## src/core/kms_defs.svh

```systemverilog
// Purpose: timing counts, offsets and reset values of the keyboard synthesizer
// Assumes: core clock of 100 MHz
// Notes: definitions only
`ifndef KMS_DEFS_SVH
`define KMS_DEFS_SVH
// ==========================================================
// clock and timing
`define KMS_CLK_KHZ 100000
`define KMS_DEMO_STEP_MS 250
`define KMS_DEMO_STEP_CYCLES (`KMS_DEMO_STEP_MS * `KMS_CLK_KHZ)
`define KMS_BCLK_HALF 5'h10
`define KMS_PIX_DIV 2'h3
// ==========================================================
// vga 640x480 frame
`define KMS_H_TOTAL 10'h31F
`define KMS_H_SYNC_ON 10'h290
`define KMS_H_SYNC_OFF 10'h2F0
`define KMS_H_VISIBLE 10'h280
`define KMS_V_TOTAL 10'h20C
`define KMS_V_SYNC_ON 10'h1EA
`define KMS_V_SYNC_OFF 10'h1EC
`define KMS_KEY_TOP 10'h0C8
`define KMS_KEY_BOT 10'h12C
// ==========================================================
// register map
`define KMS_ADDR_CTRL 6'h00
`define KMS_ADDR_STATUS 6'h04
`define KMS_ADDR_DEMO 6'h08
`define KMS_CTRL_REPLAY 0
`define KMS_CTRL_MUTE 1
`define KMS_CTRL_RESET 2'h0
// ==========================================================
// audio levels and scan codes
`define KMS_SQ_HIGH 16'h2000
`define KMS_SQ_LOW 16'hE000
`define KMS_PS2_BREAK 8'hF0
`define KMS_NUM_KEYS 19
`define KMS_DEMO_LEN 16
`endif

```

## src/core/kms_pkg.sv

```systemverilog
// Purpose: shared types of the keyboard synthesizer
// Assumes: nothing
// Notes: note index 0 means silence
package kms_pkg;
  typedef logic [4:0] kms_note_t;
  typedef enum logic {KMS_BRASS, KMS_STRING} kms_timbre_t;
  typedef logic signed [15:0] kms_sample_t;
endpackage

```

## src/core/kms_note_if.sv

```systemverilog
// Purpose: note request and sample return between control and synth core
// Assumes: one clock
// Notes: none
interface kms_note_if;
  import kms_pkg::*;
  kms_note_t note;
  kms_timbre_t timbre;
  kms_sample_t sample;
  modport src(output note, output timbre, input sample);
  modport synth(input note, input timbre, output sample);
endinterface

```

## src/core/kms_timbre_synth_core.sv

```systemverilog
// Purpose: phase accumulator timbre_synth_core with two timbres
// Assumes: note and timbre stable from logic on the same clock
// Notes: output is zero while no note is active
`include "kms_defs.svh"
module kms_timbre_synth_core (
  // clock and reset
  input wire logic core_clk,
  input wire logic rstN,
  // note port
  kms_note_if.synth noteIf
);
  import kms_pkg::*;
  logic [31:0] phase_r;
  logic [31:0] step;

  function automatic logic [31:0] stepOf(input kms_note_t n);
    logic [31:0] s;
    s = 32'h0;
    unique case (n)
      5'h01: s = 32'h1F0A;
      5'h02: s = 32'h20E2;
      5'h03: s = 32'h22E5;
      5'h04: s = 32'h24E9;
      5'h05: s = 32'h2717;
      5'h06: s = 32'h2971;
      5'h07: s = 32'h2BF5;
      5'h08: s = 32'h2E79;
      5'h09: s = 32'h3153;
      5'h0A: s = 32'h342D;
      5'h0B: s = 32'h375D;
      5'h0C: s = 32'h3A8D;
      5'h0D: s = 32'h3E13;
      5'h0E: s = 32'h41C4;
      5'h0F: s = 32'h45A0;
      5'h10: s = 32'h49D2;
      5'h11: s = 32'h4E2F;
      5'h12: s = 32'h52E1;
      5'h13: s = 32'h57BF;
      default: s = 32'h0;
    endcase
    return s;
  endfunction

  assign step = stepOf(noteIf.note);

  // ==========================================================
  // phase
  always_ff @(posedge core_clk or negedge rstN) begin
    if (!rstN) begin
      phase_r <= 32'h0;
    end else if (noteIf.note == 5'h00) begin
      phase_r <= 32'h0;
    end else begin
      phase_r <= phase_r + step;
    end
  end

  // ==========================================================
  // waveform: brass is a square, string is a half-level sawtooth
  always_ff @(posedge core_clk or negedge rstN) begin
    if (!rstN) begin
      noteIf.sample <= 16'h0000;
    end else if (noteIf.note == 5'h00) begin
      noteIf.sample <= 16'h0000;
    end else if (noteIf.timbre == KMS_STRING) begin
      noteIf.sample <= $signed({{2{~phase_r[31]}}, phase_r[30:17]});
    end else begin
      noteIf.sample <= phase_r[31] ? `KMS_SQ_LOW : `KMS_SQ_HIGH;
    end
  end
endmodule

```

## src/core/kms_top.sv

```systemverilog
// Purpose: keyboard music synthesizer with demo melody, codec stream and key picture
// Assumes: 100 MHz core_clk; codec takes left-justified 16-bit samples in 64-bit frames
// Notes: switch, button and ps2 pins pass two flip-flops before use; axi4-lite pins are used directly
//
// The placing of the registers and register access over AXI4-Lite were decided locally.
`include "kms_defs.svh"
module kms_top #(
  parameter int DEMO_STEP_CYCLES = `KMS_DEMO_STEP_CYCLES
) (
  // clock and reset
  input wire logic core_clk,
  input wire logic rst_b,
  // switches and buttons
  input wire logic timbre_select_switch,
  input wire logic source_select_switch,
  input wire logic channel_one_enable_switch,
  input wire logic channel_two_enable_switch,
  input wire logic replayBtn_b,
  // keyboard_input_decoder
  input wire logic ps2Clk,
  input wire logic ps2Data,
  // audio codec
  output logic audBclk,
  output logic audLrck,
  output logic audDacData,
  // vga
  output logic vgaHsync,
  output logic vgaVsync,
  output logic vgaRed,
  output logic vgaGreen,
  output logic vgaBlue,
  // axi4-lite
  input wire logic [5:0] s_axi_awaddr,
  input wire logic s_axi_awvalid,
  output logic s_axi_awready,
  input wire logic [31:0] s_axi_wdata,
  input wire logic [3:0] s_axi_wstrb,
  input wire logic s_axi_wvalid,
  output logic s_axi_wready,
  output logic [1:0] s_axi_bresp,
  output logic s_axi_bvalid,
  input wire logic s_axi_bready,
  input wire logic [5:0] s_axi_araddr,
  input wire logic s_axi_arvalid,
  output logic s_axi_arready,
  output logic [31:0] s_axi_rdata,
  output logic [1:0] s_axi_rresp,
  output logic s_axi_rvalid,
  input wire logic s_axi_rready
);
  import kms_pkg::*;
  if (DEMO_STEP_CYCLES < 2) begin : gBadStep
    $error("demo step too short");
  end

  // ==========================================================
  // reset release and pin synchronisers
  logic [1:0] rstSync_r;
  logic rstN;
  localparam int NPIN = 7;
  logic [NPIN-1:0] pinRaw, pinS1_r, pinS2_r;
  always_ff @(posedge core_clk or negedge rst_b) begin
    if (!rst_b) begin
      rstSync_r <= 2'h0;
    end else begin
      rstSync_r <= {rstSync_r[0], 1'b1};
    end
  end
  assign rstN = rstSync_r[1];
  assign pinRaw = {timbre_select_switch, source_select_switch, channel_one_enable_switch,
                   channel_two_enable_switch, replayBtn_b, ps2Clk, ps2Data};
  always_ff @(posedge core_clk or negedge rstN) begin
    if (!rstN) begin
      // replay and ps2 lines idle high: no false edge at release
      pinS1_r <= 7'h07;
      pinS2_r <= 7'h07;
    end else begin
      pinS1_r <= pinRaw;
      pinS2_r <= pinS1_r;
    end
  end
  logic timbreSw, sourceSw, chOneSw, chTwoSw, replayS_b, ps2ClkS, ps2DataS;
  assign {timbreSw, sourceSw, chOneSw, chTwoSw, replayS_b, ps2ClkS, ps2DataS} = pinS2_r;

  // ==========================================================
  // ps2 receiver and key map
  logic ps2ClkD_r, breakPend_r;
  logic [10:0] ps2Shift_r;
  logic [3:0] ps2Bits_r;
  logic [`KMS_NUM_KEYS-1:0] pressed_r;
  kms_note_t keyIdx;
  function automatic kms_note_t keyOf(input logic [7:0] c);
    kms_note_t n;
    n = 5'h00;
    unique case (c)
      8'h15: n = 5'h01;
      8'h1C: n = 5'h02;
      8'h1D: n = 5'h03;
      8'h1B: n = 5'h04;
      8'h24: n = 5'h05;
      8'h23: n = 5'h06;
      8'h2B: n = 5'h07;
      8'h2C: n = 5'h08;
      8'h34: n = 5'h09;
      8'h35: n = 5'h0A;
      8'h33: n = 5'h0B;
      8'h3B: n = 5'h0C;
      8'h43: n = 5'h0D;
      8'h42: n = 5'h0E;
      8'h44: n = 5'h0F;
      8'h4B: n = 5'h10;
      8'h4D: n = 5'h11;
      8'h4C: n = 5'h12;
      8'h52: n = 5'h13;
      default: n = 5'h00;
    endcase
    return n;
  endfunction
  assign keyIdx = keyOf(ps2Shift_r[8:1]);
  always_ff @(posedge core_clk or negedge rstN) begin
    if (!rstN) begin
      ps2ClkD_r <= 1'b1;
      ps2Shift_r <= 11'h000;
      ps2Bits_r <= 4'h0;
      breakPend_r <= 1'b0;
      pressed_r <= '0;
    end else begin
      ps2ClkD_r <= ps2ClkS;
      if (ps2ClkD_r && !ps2ClkS) begin
        ps2Shift_r <= {ps2DataS, ps2Shift_r[10:1]};
        ps2Bits_r <= (ps2Bits_r == 4'hA) ? 4'h0 : ps2Bits_r + 4'h1;
      end else if (ps2Bits_r == 4'h0 && ps2Shift_r[10]) begin
        ps2Shift_r <= 11'h000;
        if (ps2Shift_r[8:1] == `KMS_PS2_BREAK) begin
          breakPend_r <= 1'b1;
        end else if (ps2Shift_r[8:1] != 8'hE0) begin
          breakPend_r <= 1'b0;
          if (keyIdx != 5'h00) begin
            pressed_r[keyIdx - 5'h01] <= !breakPend_r;
          end
        end
      end
    end
  end
  kms_note_t keyNote;
  always_comb begin
    keyNote = 5'h00;
    for (int i = `KMS_NUM_KEYS - 1; i >= 0; i--) begin
      if (pressed_r[i]) begin
        keyNote = 5'(i + 1);
      end
    end
  end

  // ==========================================================
  // demo melody player
  logic [3:0] demoPos_r;
  logic [31:0] demoCnt_r;
  logic playing_r, replayD_r, swReplay_r, muted_r;
  kms_note_t demoNote;
  function automatic kms_note_t tuneAt(input logic [3:0] p);
    kms_note_t n;
    n = 5'h00;
    unique case (p)
      4'h0, 4'h1, 4'hE: n = 5'h07;
      4'h2, 4'h3, 4'h6: n = 5'h0E;
      4'h4, 4'h5: n = 5'h10;
      4'h8, 4'h9: n = 5'h0C;
      4'hA, 4'hB: n = 5'h0B;
      4'hC, 4'hD: n = 5'h09;
      default: n = 5'h00;
    endcase
    return n;
  endfunction
  assign demoNote = playing_r ? tuneAt(demoPos_r) : 5'h00;
  always_ff @(posedge core_clk or negedge rstN) begin
    if (!rstN) begin
      replayD_r <= 1'b1;
      playing_r <= 1'b0;
      demoPos_r <= 4'h0;
      demoCnt_r <= 32'h0;
    end else begin
      replayD_r <= replayS_b;
      if ((replayD_r && !replayS_b) || swReplay_r) begin
        playing_r <= 1'b1;
        demoPos_r <= 4'h0;
        demoCnt_r <= 32'h0;
      end else if (playing_r && !sourceSw) begin
        if (demoCnt_r == 32'(DEMO_STEP_CYCLES - 1)) begin
          demoCnt_r <= 32'h0;
          demoPos_r <= demoPos_r + 4'h1;
          playing_r <= (demoPos_r != 4'(`KMS_DEMO_LEN - 1));
        end else begin
          demoCnt_r <= demoCnt_r + 32'h1;
        end
      end
    end
  end

  // ==========================================================
  // synth core
  kms_note_if noteIf ();
  assign noteIf.note = muted_r ? 5'h00 : (sourceSw ? keyNote : demoNote);
  assign noteIf.timbre = timbreSw ? KMS_STRING : KMS_BRASS;
  kms_timbre_synth_core uSynth (
    .core_clk(core_clk),
    .rstN(rstN),
    .noteIf(noteIf)
  );

  // ==========================================================
  // codec stream, 64 bit clocks per frame, left while lrck is low
  logic [4:0] bclkDiv_r;
  logic [5:0] bitIdx_r;
  logic [31:0] frame_r;
  always_ff @(posedge core_clk or negedge rstN) begin
    if (!rstN) begin
      bclkDiv_r <= 5'h00;
      bitIdx_r <= 6'h00;
      frame_r <= 32'h0;
      audBclk <= 1'b0;
      audLrck <= 1'b0;
      audDacData <= 1'b0;
    end else if (bclkDiv_r == `KMS_BCLK_HALF - 5'h01) begin
      bclkDiv_r <= 5'h00;
      audBclk <= !audBclk;
      if (audBclk) begin
        bitIdx_r <= bitIdx_r + 6'h01;
        audLrck <= bitIdx_r[5];
        if (bitIdx_r == 6'h00) begin
          frame_r <= {(chOneSw ? noteIf.sample : 16'h0000),
                      (chTwoSw ? noteIf.sample : 16'h0000)};
          audDacData <= chOneSw & noteIf.sample[15];
        end else if (bitIdx_r == 6'h20) begin
          audDacData <= frame_r[15];
        end else if (bitIdx_r[4] == 1'b0) begin
          audDacData <= bitIdx_r[5] ? frame_r[5'h0F - {1'b0, bitIdx_r[3:0]}] : frame_r[31 - 32'(bitIdx_r[3:0])];
        end else begin
          audDacData <= 1'b0;
        end
      end
    end else begin
      bclkDiv_r <= bclkDiv_r + 5'h01;
    end
  end

  // ==========================================================
  // vga key picture
  logic [1:0] pixDiv_r;
  logic [9:0] hCnt_r, vCnt_r;
  logic [`KMS_NUM_KEYS-1:0] shown;
  logic inKeys, keyLit, keyEdge;
  assign shown = sourceSw ? pressed_r : ((demoNote != 5'h00) ? (19'h1 << (demoNote - 5'h01)) : '0);
  assign inKeys = (vCnt_r >= `KMS_KEY_TOP) && (vCnt_r < `KMS_KEY_BOT) && (hCnt_r < 10'(`KMS_NUM_KEYS * 32));
  assign keyEdge = (hCnt_r[4:0] == 5'h00);
  assign keyLit = inKeys && shown[hCnt_r[9:5]];
  always_ff @(posedge core_clk or negedge rstN) begin
    if (!rstN) begin
      pixDiv_r <= 2'h0;
      hCnt_r <= 10'h000;
      vCnt_r <= 10'h000;
      vgaHsync <= 1'b1;
      vgaVsync <= 1'b1;
      {vgaRed, vgaGreen, vgaBlue} <= 3'h0;
    end else begin
      pixDiv_r <= pixDiv_r + 2'h1;
      if (pixDiv_r == `KMS_PIX_DIV) begin
        hCnt_r <= (hCnt_r == `KMS_H_TOTAL) ? 10'h000 : hCnt_r + 10'h001;
        if (hCnt_r == `KMS_H_TOTAL) begin
          vCnt_r <= (vCnt_r == `KMS_V_TOTAL) ? 10'h000 : vCnt_r + 10'h001;
        end
      end
      vgaHsync <= !((hCnt_r >= `KMS_H_SYNC_ON) && (hCnt_r < `KMS_H_SYNC_OFF));
      vgaVsync <= !((vCnt_r >= `KMS_V_SYNC_ON) && (vCnt_r < `KMS_V_SYNC_OFF));
      if (!inKeys || keyEdge) begin
        {vgaRed, vgaGreen, vgaBlue} <= 3'h0;
      end else begin
        {vgaRed, vgaGreen, vgaBlue} <= keyLit ? 3'h4 : 3'h7;
      end
    end
  end

  // ==========================================================
  // axi4-lite slave
  logic awHave_r, wHave_r;
  logic [5:0] awAddr_r;
  logic [31:0] wData_r;
  logic [3:0] wStrb_r;
  always_ff @(posedge core_clk or negedge rstN) begin
    if (!rstN) begin
      awHave_r <= 1'b0;
      wHave_r <= 1'b0;
      awAddr_r <= 6'h00;
      wData_r <= 32'h0;
      wStrb_r <= 4'h0;
      s_axi_awready <= 1'b0;
      s_axi_wready <= 1'b0;
      s_axi_bvalid <= 1'b0;
      s_axi_bresp <= 2'h0;
      swReplay_r <= 1'b0;
      muted_r <= 1'b0;
    end else begin
      swReplay_r <= 1'b0;
      s_axi_awready <= !awHave_r && !(s_axi_awvalid && s_axi_awready) && !s_axi_bvalid;
      s_axi_wready <= !wHave_r && !(s_axi_wvalid && s_axi_wready) && !s_axi_bvalid;
      if (s_axi_awvalid && s_axi_awready) begin
        awHave_r <= 1'b1;
        awAddr_r <= s_axi_awaddr;
      end
      if (s_axi_wvalid && s_axi_wready) begin
        wHave_r <= 1'b1;
        wData_r <= s_axi_wdata;
        wStrb_r <= s_axi_wstrb;
      end
      if (awHave_r && wHave_r && !s_axi_bvalid) begin
        awHave_r <= 1'b0;
        wHave_r <= 1'b0;
        s_axi_bvalid <= 1'b1;
        s_axi_bresp <= (awAddr_r[5:2] <= 4'h2 && awAddr_r[1:0] == 2'h0) ? 2'h0 : 2'h2;
        if (awAddr_r == `KMS_ADDR_CTRL && wStrb_r[0]) begin
          swReplay_r <= wData_r[`KMS_CTRL_REPLAY];
          muted_r <= wData_r[`KMS_CTRL_MUTE];
        end
      end else if (s_axi_bvalid && s_axi_bready) begin
        s_axi_bvalid <= 1'b0;
      end
    end
  end
  always_ff @(posedge core_clk or negedge rstN) begin
    if (!rstN) begin
      s_axi_arready <= 1'b0;
      s_axi_rvalid <= 1'b0;
      s_axi_rdata <= 32'h0;
      s_axi_rresp <= 2'h0;
    end else begin
      s_axi_arready <= !s_axi_rvalid && !(s_axi_arvalid && s_axi_arready);
      if (s_axi_arvalid && s_axi_arready) begin
        s_axi_rvalid <= 1'b1;
        s_axi_rresp <= 2'h0;
        unique case (s_axi_araddr)
          `KMS_ADDR_CTRL: s_axi_rdata <= {30'h0, muted_r, 1'b0};
          `KMS_ADDR_STATUS: s_axi_rdata <= {pressed_r, 3'h0, playing_r, sourceSw, noteIf.note, 3'h0};
          `KMS_ADDR_DEMO: s_axi_rdata <= {28'h0, demoPos_r};
          default: begin
            s_axi_rdata <= 32'h0;
            s_axi_rresp <= 2'h2;
          end
        endcase
      end else if (s_axi_rvalid && s_axi_rready) begin
        s_axi_rvalid <= 1'b0;
      end
    end
  end
endmodule

```

## config.mk

```make
export PLATFORM = sky130hd
export DESIGN_NAME = kms_top
export DESIGN_NICKNAME = d
export VERILOG_FILES = /design/src/core/kms_pkg.sv /design/src/core/kms_note_if.sv /design/src/core/kms_timbre_synth_core.sv /design/src/core/kms_top.sv
export VERILOG_INCLUDE_DIRS = /design/src /design/src/core
export SDC_FILE = /design/constraint.sdc
export NUM_CORES = 1
export LEC_CHECK = 0
export BUFFER_PORTS_ARGS = -buffer_cell sky130_fd_sc_hd__buf_4
export CAP_MARGIN = 20
export CORE_ASPECT_RATIO = 2
export CORE_MARGIN = 2
export CORE_UTILIZATION = 30
export CTS_CLUSTER_DIAMETER = 80
export CTS_CLUSTER_SIZE = 40
export DETAILED_ROUTE_END_ITERATION = 8
export GPL_ROUTABILITY_DRIVEN = 0
export PLACE_DENSITY = 0.45
export SLEW_MARGIN = 20
export SYNTH_ARGS = -nofsm -noshare
export SYNTH_HDL_FRONTEND = slang
export SYNTH_SLANG_ARGS = --single-unit
export TNS_END_PERCENT = 20
```

## constraint.sdc

```tcl
create_clock -name core_clk -period 10.9 [get_ports core_clk]
set_clock_uncertainty 0.15 [all_clocks]
set_input_delay 2.18 -clock core_clk [delete_from_list [all_inputs] [get_ports core_clk]]
set_output_delay 2.18 -clock core_clk [all_outputs]
set_load 0.01 [all_outputs]
```

==> impl_metrics.csv, run 1 <==
group,metric,value,unit
logic_synthesis,ys_ff_latch,255,
clock_network,clockBufferDepth,3,
global_route,grt_max_degree,164,
logic_synthesis,yosysMostFrequentCell,"dfrtp_1",
outcome,status,"finished clean",
timing,rsz0062_at_grt,"false",
clock_network,cts_tree,"done",
global_route,grt_pass1_vias,10126,
clock_network,cts_htree_levels,1,
worst_setup_path,reg2reg_depth,17,
logic_synthesis,synth_area_leader_cell,"dfrtp_1",
routing,ant_nets,0,
clock_network,cts.sinks,255,
logic_synthesis,synth_edf_count,0,
timing,fmax,177,MHz
logic_synthesis,syn_avg_cell_area,9.71,um^2
flow_run,cap_violations,0,
clock_network,clkLatencyLatePin,0.51,ns
worst_setup_path,path_class,"register to register",
worst_setup_path,worst_setup_path_end_kind,"register",
finish,diodes,0,
floorplanning,fp.dieArea,46900,um^2
floorplanning,io_pins,111,
global_route,grt_pass1_wl,53.3,mm
logic_synthesis,synthArstFlopShare,1.00,
timing,fin_tns_setup,0,ns
logic_synthesis,syn-cell-area,13500,um^2
routing,drtPass1Iterations,5,
routing,route.detailed.drc,0,
placement,port_buffers,72,
floorplanning,placementRows,110,
logic_synthesis,synth_commonest_cells,"dfrtp_1 (245), nand2_1 (191), o21ai_0 (106)",
logic_synthesis,yosysSeqAreaShare,0.473,
routing,avgRoutedWirePerCell,16.0,um
finish,seq_area,6400,um^2
worst_setup_path,regToRegEndpoint,"uSynth.phase_r[30]",
floorplanning,start_util,0.302,
global_route,grt_use_total,0.135,
finish,nets,1519,
logic_synthesis,synth.area.top_cells,"dfrtp_1 (45%), nand2_1 (5.3%), o21ai_0 (3.9%)",
routing,viasPerCell,5.16,
clock_network,cts_resized,0,
worst_setup_path,start_kind,"register",
global_route,antenna_found_initial,0,
routing,drtIter0Drc,620,
global_route,grt_overflow,0,
logic_synthesis,ys_warn_count,0,
timing,post-route-min-period,5.64,ns
floorplanning,die_w,154,um
logic_synthesis,ys.flop_type,"dfrtp_1",
worst_setup_path,crit_required,11.14,ns
floorplanning,die_h,304,um
clock_network,ctsHoldBuffers,0,
routing,drt_wl_total,31.8,mm
min_path,min_path_type,"register to asynchronous set/reset pin",
timing,tightest_slew,1.05,ns
logic_synthesis,ys_types,97,
finish,multiInputGateArea,6670,um^2
worst_setup_path,crit_arrival,5.88,ns
pwr,cellLeakagePower,0.00645,uW
finish,area_growth,10.6,%
logic_synthesis,synthCells,1393,
floorplanning,core,44700,um^2
pwr,ir_worst_vdd,154,uV
worst_setup_path,worst-path-max-fanout,14,
routing,vias,10234,
clock_network,cts_setup_buffers,0,
logic_synthesis,synth_top_area_share,0.453,
placement,dp_hpwl,22.3,mm
clock_network,cts-root-buf,"clkbuf_16",
finish,n_fill_cell,4517,
worst_setup_path,reg2reg_from,"demoPos_r[1]",
finish,layout-drive-gt1-share,0.115,
pwr,cellPowerDensity,157,nW/um^2
clock_network,clk_pin_slew_worst_paths,0.12,ns
clock_network,cts_made_buffers,13,
timing,slew_viol_final,0,
timing,holdWs,0.113,ns
worst_setup_path,reg2reg_slack,5.26,ns
timing,hold_viol,0,
timing,max-slew-margin-rel,0.297,
timing,setup_violations,0,
timing,finalCritPeriodShare,0.518,
## cells in the final DEF, fill, tap and decap left out, types with 10 or more instances in the layout
master and count:
dfrtp_1 244, nand2_1 191, o21ai_0 106, nor2_1 92, buf_4 77, a21oi_1 51
nand3_1 37, inv_1 37, ha_1 37, xnor2_1 34, and3_1 32, nand2b_1 31
nor2b_1 30, mux2i_1 29, a22o_1 27, nor3_1 25, o31ai_1 23, nand4_1 23
xor2_1 19, nor4_1 15, or3_1 15, a31oi_1 14, mux2_2 13, clkbuf_16 13
a21o_1 11, nand3b_1 10, dfstp_2 10
## state kept, by name (all words and copies together), names as in the netlist, 4 cells and up
register / flops
ps2Shift_r: 10
awAddr_r: 6
bclkDiv_r: 5
demoPos_r: 4
uSynth.phase_r: 32
bitIdx_r: 6
demoCnt_r: 32
pinS1_r: 7
frame_r: 30
pressed_r: 19
ps2Bits_r: 4
uSynth.noteIf.sample: 15
vCnt_r: 10
pinS2_r: 7
hCnt_r: 10
s_axi_rdata: 29
## worst max-delay path by stage
| stage | start | end | slack [ns] | cells past startpoint |
|---|---|---|---|---|
| global route | demoPos_r[1] | uSynth.phase_r[30] | 4.68 | 17 |
| CTS | demoPos_r[1] | uSynth.phase_r[30] | 5.19 | 17 |
| detailed placement | demoPos_r[1] | uSynth.phase_r[30] | 5.25 | 17 |
| global placement | demoPos_r[0] | uSynth.phase_r[30] | 5.24 | 18 |
| floorplan | rstSync_r[1] | audBclk | 3.13 | 0 |
| finish | demoPos_r[1] | uSynth.phase_r[30] | 5.26 | 17 |
## layout make-up
cell class	instances	area share
repair buffers	78	0.0400
clock buffers	13	0.0217
inverters	37	0.00928
clock inverters	8	0.00895
flip-flops and latches	255	0.428
multi-input cells	1034	0.446
well taps	560	0.0468
## stage by stage
step,area (um^2),total power (uW),setup WS (ns),instances,utilization
2_1_floorplan,13500,1610,3.13,1397,-
3_3_place_gp,14500,1750,5.24,1964,0.324
3_5_place_dp,14500,1760,5.25,1964,0.324
4_1_cts,15000,2400,5.19,1985,0.334
5_1_grt,15000,2520,4.68,1985,0.334
6_report,15000,2360,5.26,1985,0.334
## power by group
| group | internal, uW | leakage (uW) | total, uW | switching, uW |
|---|---|---|---|---|
| clock | 281 | 0.000221 | 615 | 334 |
| sequential | 1040 | 0.00338 | 1150 | 104 |
| combinational | 256 | 0.00285 | 594 | 337 |
## layer usage
metal	vias to the layer above	part of all wire	GRT usage	routed length (um)
met1	4985	0.47	0.190	15100
met3	29	0.040	0.0171	1270
met2	193	0.47	0.223	14900
met4	0	0.016	0.0328	508
met5	-	0	0	0
li1	5027	-	-	-
## worst max-delay path: stages (launching register included)
cell and delay (ns):
dfrtp_1 0.55, ha_1 0.29, nand2b_1 0.16, and2_1 0.19
a22oi_1 0.83, or2_1 0.50, nand2_2 0.19, o32ai_1 0.19
ha_1 0.22, inv_1 0.05, fa_1 0.40, nand3b_1 0.20
a21o_1 0.19, a211oi_1 0.47, o21ai_1 0.35, a211oi_1 0.37
xnor2_1 0.16, nor2_1 0.05
## cells by family (layout without fill, tap and decap cells)
group / after synthesis / count (layout) / synth area share
adder cells (fa/ha/maj): 38 / 38 / 0.0357
AO/OA/AOI/OAI: 331 / 331 / 0.164
flip-flops: 255 / 255 / 0.473
buffers and inverters: 108 / 136 / 0.0361
multiplexers: 50 / 50 / 0.0456
other: 2 / 6 / 0.000555
XOR/XNOR: 53 / 53 / 0.0343
AND/OR/NAND/NOR: 556 / 556 / 0.212
No activity file was read; power rests on OpenSTA's default activity.
==> run 2, diff against run 1 <==
--- a/config.mk
+++ b/config.mk
@@ -6,6 +6,7 @@
 export SDC_FILE = /design/constraint.sdc
 export NUM_CORES = 1
 export LEC_CHECK = 0
+export ABC_AREA = 1
 export BUFFER_PORTS_ARGS = -buffer_cell sky130_fd_sc_hd__buf_4
 export CAP_MARGIN = 20
 export CORE_ASPECT_RATIO = 2
==> constraint.sdc (replaced) <==
create_clock -name core_clk -period 5.25 [get_ports core_clk]
set_clock_uncertainty 0.15 [all_clocks]
set_input_delay 1.05 -clock core_clk [delete_from_list [all_inputs] [get_ports core_clk]]
set_output_delay 1.05 -clock core_clk [all_outputs]
set_load 0.01 [all_outputs]
==> impl_metrics.csv, run 2 <==
group,metric,value,unit
outcome,status,"finished clean",
logic_synthesis,synthCells,1594,
logic_synthesis,ys.flop_type,"dfrtp_1",
worst_setup_path,crit_arrival,4.96,ns
worst_setup_path,crit_required,5.51,ns
routing,drtPass1Iterations,5,
floorplanning,start_util,0.303,
global_route,grt_max_degree,141,
logic_synthesis,ys_warn_count,0,
finish,layout_commonest_cell,"nand2_1",
finish,diodes,0,
worst_setup_path,reg2reg_depth,36,
finish,area_growth,13.0,%
timing,setup_slack,0.557,ns
worst_setup_path,max_stage_delay,0.40,ns
logic_synthesis,yosysSeqAreaShare,0.487,
timing,fmax,213,MHz
worst_setup_path,start_kind,"register",
finish,layout.cells.non_filler,2219,
worst_setup_path,path_common_cell,"nand2_1",
clock_network,cts_htree_levels,1,
finish,mostFrequentLayoutCells,"nand2_1 (280), dfrtp_1 (244), inv_1 (193)",
floorplanning,die_w,152,um
timing,setup_violations,0,
finish,final_util,0.342,
logic_synthesis,synth_area_leader_cell,"dfrtp_1",
routing,drt_wl_total,35.1,mm
global_route,grt_pass1_vias,11285,
logic_synthesis,ys_ff_latch,255,
worst_setup_path,regToRegEndpoint,"uSynth.phase_r[30]",
placement,dp_hpwl,26.6,mm
floorplanning,core,43400,um^2
clock_network,clk_pin_slew_worst_paths,0.12,ns
finish,n_fill_cell,4557,
min_path,min_path_type,"primary input to asynchronous set/reset pin",
pwr,cellPowerDensity,364,nW/um^2
pwr,cellLeakagePower,0.00667,uW
logic_synthesis,synthArstFlopShare,1.00,
timing,slew_viol_final,0,
routing,drtIter0Drc,476,
logic_synthesis,syn-cell-area,13100,um^2
routing,vias,10800,
routing,route.detailed.drc,0,
logic_synthesis,synth_edf_count,0,
clock_network,clockBufferDepth,3,
timing,hold_viol,0,
floorplanning,fp.dieArea,45600,um^2
timing,max-slew-margin-rel,0.405,
finish,seq_area,6400,um^2
clock_network,cts_tree,"done",
global_route,busiest_layer,"met2",
logic_synthesis,synth.area.top_cells,"dfrtp_1 (47%), nand2_1 (8.0%), inv_1 (5.5%)",
clock_network,cts.sinks,255,
global_route,met3_usage,0.0172,
clock_network,cts-root-buf,"clkbuf_16",
worst_setup_path,reg2reg_slack,0.56,ns
timing,finalCritPeriodShare,0.894,
worst_setup_path,worst_setup_path_end_kind,"register",
finish,reg_top3,"demoCnt_r: 32 flops, uSynth.phase_r: 32 flops, frame_r: 30 flops",
global_route,grt_overflow,0,
flow_run,cap_violations,0,
routing,viasPerCell,4.87,
worst_setup_path,path_class,"register to register",
clock_network,clkLatencyLatePin,0.53,ns
floorplanning,placementRows,108,
finish,nets,1761,
floorplanning,io_pins,111,
routing,avgRoutedWirePerCell,15.8,um
clock_network,cts_made_buffers,14,
global_route,use_met1,0.159,
placement,dp_slack,0.511,ns
global_route,grt_use_total,0.155,
timing,post-route-min-period,4.69,ns
logic_synthesis,yosysMostFrequentCell,"nand2_1",
logic_synthesis,ys_types,66,
global_route,antenna_found_initial,0,
worst_setup_path,worst-path-buf-inv,4,
routing,ant_nets,0,
finish,multiInputGateArea,5710,um^2
timing,fin_tns_setup,0,ns
global_route,use_met2,0.312,
pwr,ir_worst_vdd,252,uV
finish,layout-drive-gt1-share,0.122,
floorplanning,die_h,300,um
timing,tightest_slew,0.893,ns
placement,port_buffers,72,
pwr,power.total,5400,uW
logic_synthesis,synth_commonest_cells,"nand2_1 (281), dfrtp_1 (245), inv_1 (193)",
worst_setup_path,cp_top_family,"simple AND/OR/NAND/NOR gates",
worst_setup_path,slowest_stage,"dfrtp_1",
logic_synthesis,synth_top_area_share,0.467,
placement,place_inst,2194,
worst_setup_path,reg2reg_from,"pressed_r[17]",
timing,rsz0062_at_grt,"false",
global_route,grt_pass1_wl,57.9,mm
logic_synthesis,syn_avg_cell_area,8.24,um^2
clock_network,ctsHoldBuffers,0,
worst_setup_path,worst-path-max-fanout,10,
run 2: cell types whose count changed after synthesis, sizes merged, moves of 26 or more:
cell / change
and3: -30
inv: +181
nand3: +62
nor2b: -30
nand2: +95
mux2i: -28
o21ai: +60
xnor2: -29
a22o: -26
a21oi: +36
nor3: +38
nand2b: -32
nor2: +58
run 2: kinds of logic after synthesis:
family	after synthesis	synth area share
fa+ha+maj	38	0.0368
simple gates	666	0.232
buf+inv	269	0.0805
xor+xnor	29	0.0193
mux	2	0.00162
compound gates	333	0.142
flops	255	0.487
other cells	2	0.000572
run 2: where the power goes:
| part | leakage, uW | switching, uW | total, uW | internal [uW] |
|---|---|---|---|---|
| Sequential | 0.00338 | 186 | 2370 | 2180 |
| Combinational | 0.00304 | 1040 | 1660 | 620 |
| Clock | 0.000246 | 787 | 1380 | 591 |
| Total | 0.00667 | 2010 | 5400 | 3390 |
run 2: worst max-delay path by stage:
stage / from / end / slack [ns] / cells after the start
2_1_floorplan: rstSync_r[1] / audBclk / 0.93 / 0
3_3_place_gp: pressed_r[17] / uSynth.phase_r[31] / 0.43 / 42
3_5_place_dp: pressed_r[17] / uSynth.phase_r[31] / 0.51 / 42
4_1_cts: pressed_r[17] / uSynth.phase_r[31] / 0.46 / 42
5_1_grt: pressed_r[17] / uSynth.phase_r[30] / 0.03 / 36
6_report: pressed_r[17] / uSynth.phase_r[30] / 0.56 / 36
run 2: area by class of cell:
type	count	area share
clock buffer	16	0.0262
clock inverter	8	0.00801
inverter	225	0.0570
multi-input combinational	1074	0.384
sequential	255	0.431
tap	550	0.0464
timing repair buffer	91	0.0469
run 2: layer usage:
layer,vias to the layer above,wire [um],share of wire
met2,183,19700,0.56
met4,0,1440,0.041
li1,5411,-,-
met5,-,0,0
met3,76,922,0.026
met1,5130,13000,0.37
run 2: repair_timing:
item | CTS | global route
endpoints found under the hold margin | 0 | 0
setup endpoints to repair | 0 | 3
resized for setup | 0 | 2
setup buffers | 0 | 1
run 2: worst register-to-register path: cells and delay by family, from the launching register on:
family / cells / cell delay, ns
buffers and inverters: 4 / 0.32
flip-flops: 1 / 0.40
AND/OR/NAND/NOR: 24 / 2.36
adder cells (fa/ha/maj): 2 / 0.57
AO/OA/AOI/OAI: 6 / 0.81
run 2: stage by stage:
stage                     area [um^2]  hold slack, ns
final                           14800           0.136
after detailed placement        14300           0.186
after global routing            14800           0.116
after global placement          14300           0.187
after CTS                       14800           0.111
after floorplan                 13200           0.181
==> run 3, diff against run 2 <==
--- a/config.mk
+++ b/config.mk
@@ -20,5 +20,6 @@
 export SLEW_MARGIN = 20
 export SYNTH_ARGS = -nofsm -noshare
 export SYNTH_HDL_FRONTEND = slang
+export SYNTH_HIERARCHICAL = 1
 export SYNTH_SLANG_ARGS = --single-unit
 export TNS_END_PERCENT = 20
==> impl_metrics.csv, run 3 <==
group,metric,value,unit
floorplanning,core,45700,um^2
clock_network,cts-root-buf,"clkbuf_16",
pwr,cellPowerDensity,301,nW/um^2
logic_synthesis,synthCells,1814,
finish,area_growth,12.1,%
routing,route.detailed.drc,0,
pwr,cellLeakagePower,0.00745,uW
finish,final_util,0.340,
logic_synthesis,ys_warn_count,6,
floorplanning,die_h,308,um
routing,avgRoutedWirePerCell,15.9,um
finish,layout-drive-gt1-share,0.0878,
timing,rsz0062_at_grt,"false",
routing,drt_wl_total,38.8,mm
timing,fin_tns_setup,0,ns
worst_setup_path,max_stage_delay,0.50,ns
logic_synthesis,synth.area.top_cells,"dfrtp_1 (45%), nand2_1 (12%), inv_1 (6.9%)",
outcome,status,"finished clean",
global_route,grt_pass1_wl,62.9,mm
timing,setup_violations,0,
logic_synthesis,synthArstFlopShare,1.00,
logic_synthesis,ys_ff_latch,257,
clock_network,cts_tree,"done",
floorplanning,io_pins,111,
logic_synthesis,synth_area_leader_cell,"dfrtp_1",
placement,dp_hpwl,29.2,mm
worst_setup_path,start_kind,"register",
clock_network,clockBufferDepth,3,
clock_network,cts_made_buffers,14,
routing,drtIter0Drc,661,
timing,hold_viol,0,
global_route,grt_pass1_vias,12307,
finish,nets,1972,
logic_synthesis,synth_commonest_cells,"nand2_1 (444), inv_1 (254), dfrtp_1 (247)",
clock_network,clkLatencyLatePin,0.54,ns
worst_setup_path,worst_setup_path_end_kind,"register",
routing,wl_met3,1.29,mm
routing,met1Wirelength,15.0,mm
logic_synthesis,synth_top_area_share,0.446,
global_route,grt_overflow,0,
pwr,ir_worst_vdd,307,uV
finish,mostFrequentLayoutCells,"nand2_1 (444), inv_1 (254), dfrtp_1 (246)",
timing,max-slew-margin-rel,0.359,
timing,finalCritPeriodShare,0.880,
logic_synthesis,synth_edf_count,0,
finish,layout_commonest_cell,"nand2_1",
timing,slew_viol_final,0,
routing,wl_met2,21.2,mm
worst_setup_path,crit_required,5.56,ns
placement,place_inst,2421,
logic_synthesis,syn-cell-area,13800,um^2
clock_network,cts_resized,0,
logic_synthesis,yosysMostFrequentCell,"nand2_1",
floorplanning,start_util,0.303,
flow_run,cap_violations,0,
finish,diodes,0,
worst_setup_path,crit_arrival,4.93,ns
routing,viasPerCell,4.87,
worst_setup_path,path_common_cell,"nand2_1",
logic_synthesis,syn_avg_cell_area,7.63,um^2
worst_setup_path,slowest_stage,"dfrtp_1",
global_route,grt_use_total,0.163,
logic_synthesis,yosysSeqAreaShare,0.465,
worst_setup_path,worst-path-max-fanout,10,
global_route,antenna_found_initial,0,
routing,ant_nets,0,
routing,vias,11910,
floorplanning,placementRows,111,
floorplanning,die_w,156,um
finish,layout.cells.non_filler,2445,
clock_network,cts_setup_buffers,0,
routing,drtPass1Iterations,6,
worst_setup_path,path_class,"register to register",
timing,post-route-min-period,4.62,ns
worst_setup_path,crit_chain,"ha_1 > nand2_1 > nand4_1 > a21oi_1 > a21boi_0 > buf_4 > inv_1 > ha_1 > nor2_1 > nor2_1 > a221oi_1 > ha_1 > nand2_1 > nand2_1 > a21oi_1 > nand3_1 > nand2_1 > nand2_1 > nand2_1 > nand2_1 > nor2_1",
finish,reg_top3,"demoCnt_r: 32 flops, frame_r: 32 flops, uSynth/phase_r: 32 flops",
logic_synthesis,ys_types,55,
floorplanning,fp.dieArea,48000,um^2
global_route,grt_max_degree,137,
timing,fmax,217,MHz
min_path,min_path_type,"primary input to asynchronous set/reset pin",
logic_synthesis,ys.flop_type,"dfrtp_1",
timing,tightest_slew,0.961,ns
routing,top_layer,"met4",
clock_network,cts.sinks,257,
clock_network,clk_pin_slew_worst_paths,0.14,ns
pwr,power.total,4670,uW
clock_network,cts_htree_levels,1,
placement,port_buffers,72,
clock_network,ctsHoldBuffers,0,
run 3: worst paths after layout:
| path | slack, ns | to | depth (start not counted) | startpoint |
|---|---|---|---|---|
| min in group core_clk | 0.21 | pinS2_r[3] | 0 | pinS1_r[3] |
| worst min register to register | 0.21 | pinS2_r[3] | 0 | pinS1_r[3] |
| max in group asynchronous | 3.31 | bitIdx_r[5] | 1 | rstSync_r[1] |
| worst max register to register | 0.63 | uSynth/phase_r[20] | 21 | demoPos_r[1] |
| worst min-delay path | 0.12 | rstSync_r[1] | 1 | rst_b |
| worst max-delay path | 0.63 | uSynth/phase_r[20] | 21 | demoPos_r[1] |
run 3: cell families after synthesis:
group	count (synthesis)	share of synthesized area
and+or+nand+nor	868	0.269
buffers and inverters	313	0.0884
AOI/OAI and AO/OA	311	0.126
DFF	257	0.465
adders and majority gates	38	0.0349
xor gates and xnor gates	25	0.0158
other	2	0.000542
run 3: worst max-delay path: cells and delay by family, from the launching register on:
| family | cells | cell delay [ns] |
|---|---|---|
| adder cells (fa/ha/maj) | 3 | 1.02 |
| buffers and inverters | 2 | 0.32 |
| AND/OR/NAND/NOR | 12 | 1.41 |
| AO/OA/AOI/OAI | 4 | 1.13 |
| flip-flops | 1 | 0.50 |
run 3: power breakdown:
group | switching [uW] | leakage [uW] | total [uW] | internal, uW
logic | 643 | 0.00375 | 945 | 302
registers | 151 | 0.00345 | 2290 | 2140
clock network | 808 | 0.000254 | 1440 | 632
run 3: per-layer routing:
layer,global-route usage,up-vias
met2,0.321,229
met4,0.0642,0
met5,0,-
li1,-,5968
met3,0.0151,64
met1,0.175,5649
run 3: final cells by class:
class | instances | area, um^2
fill | 4835 | 30200
sequential | 257 | 6450
multi-input combinational | 1248 | 6200
inverter | 267 | 1000
tap | 565 | 707
timing repair buffer | 84 | 643
clock buffer | 16 | 379
clock inverter | 8 | 155
run 3: per-stage QoR:
stage / hold WS (ns) / setup WS (ns) / instance area (um^2)
2_1_floorplan: 0.181 / 0.893 / 13900
4_1_cts: 0.0851 / 0.631 / 15500
6_report: 0.119 / 0.633 / 15500
3_5_place_dp: 0.189 / 0.695 / 15000
5_1_grt: 0.0854 / 0.0709 / 15500
3_3_place_gp: 0.190 / 0.677 / 15000
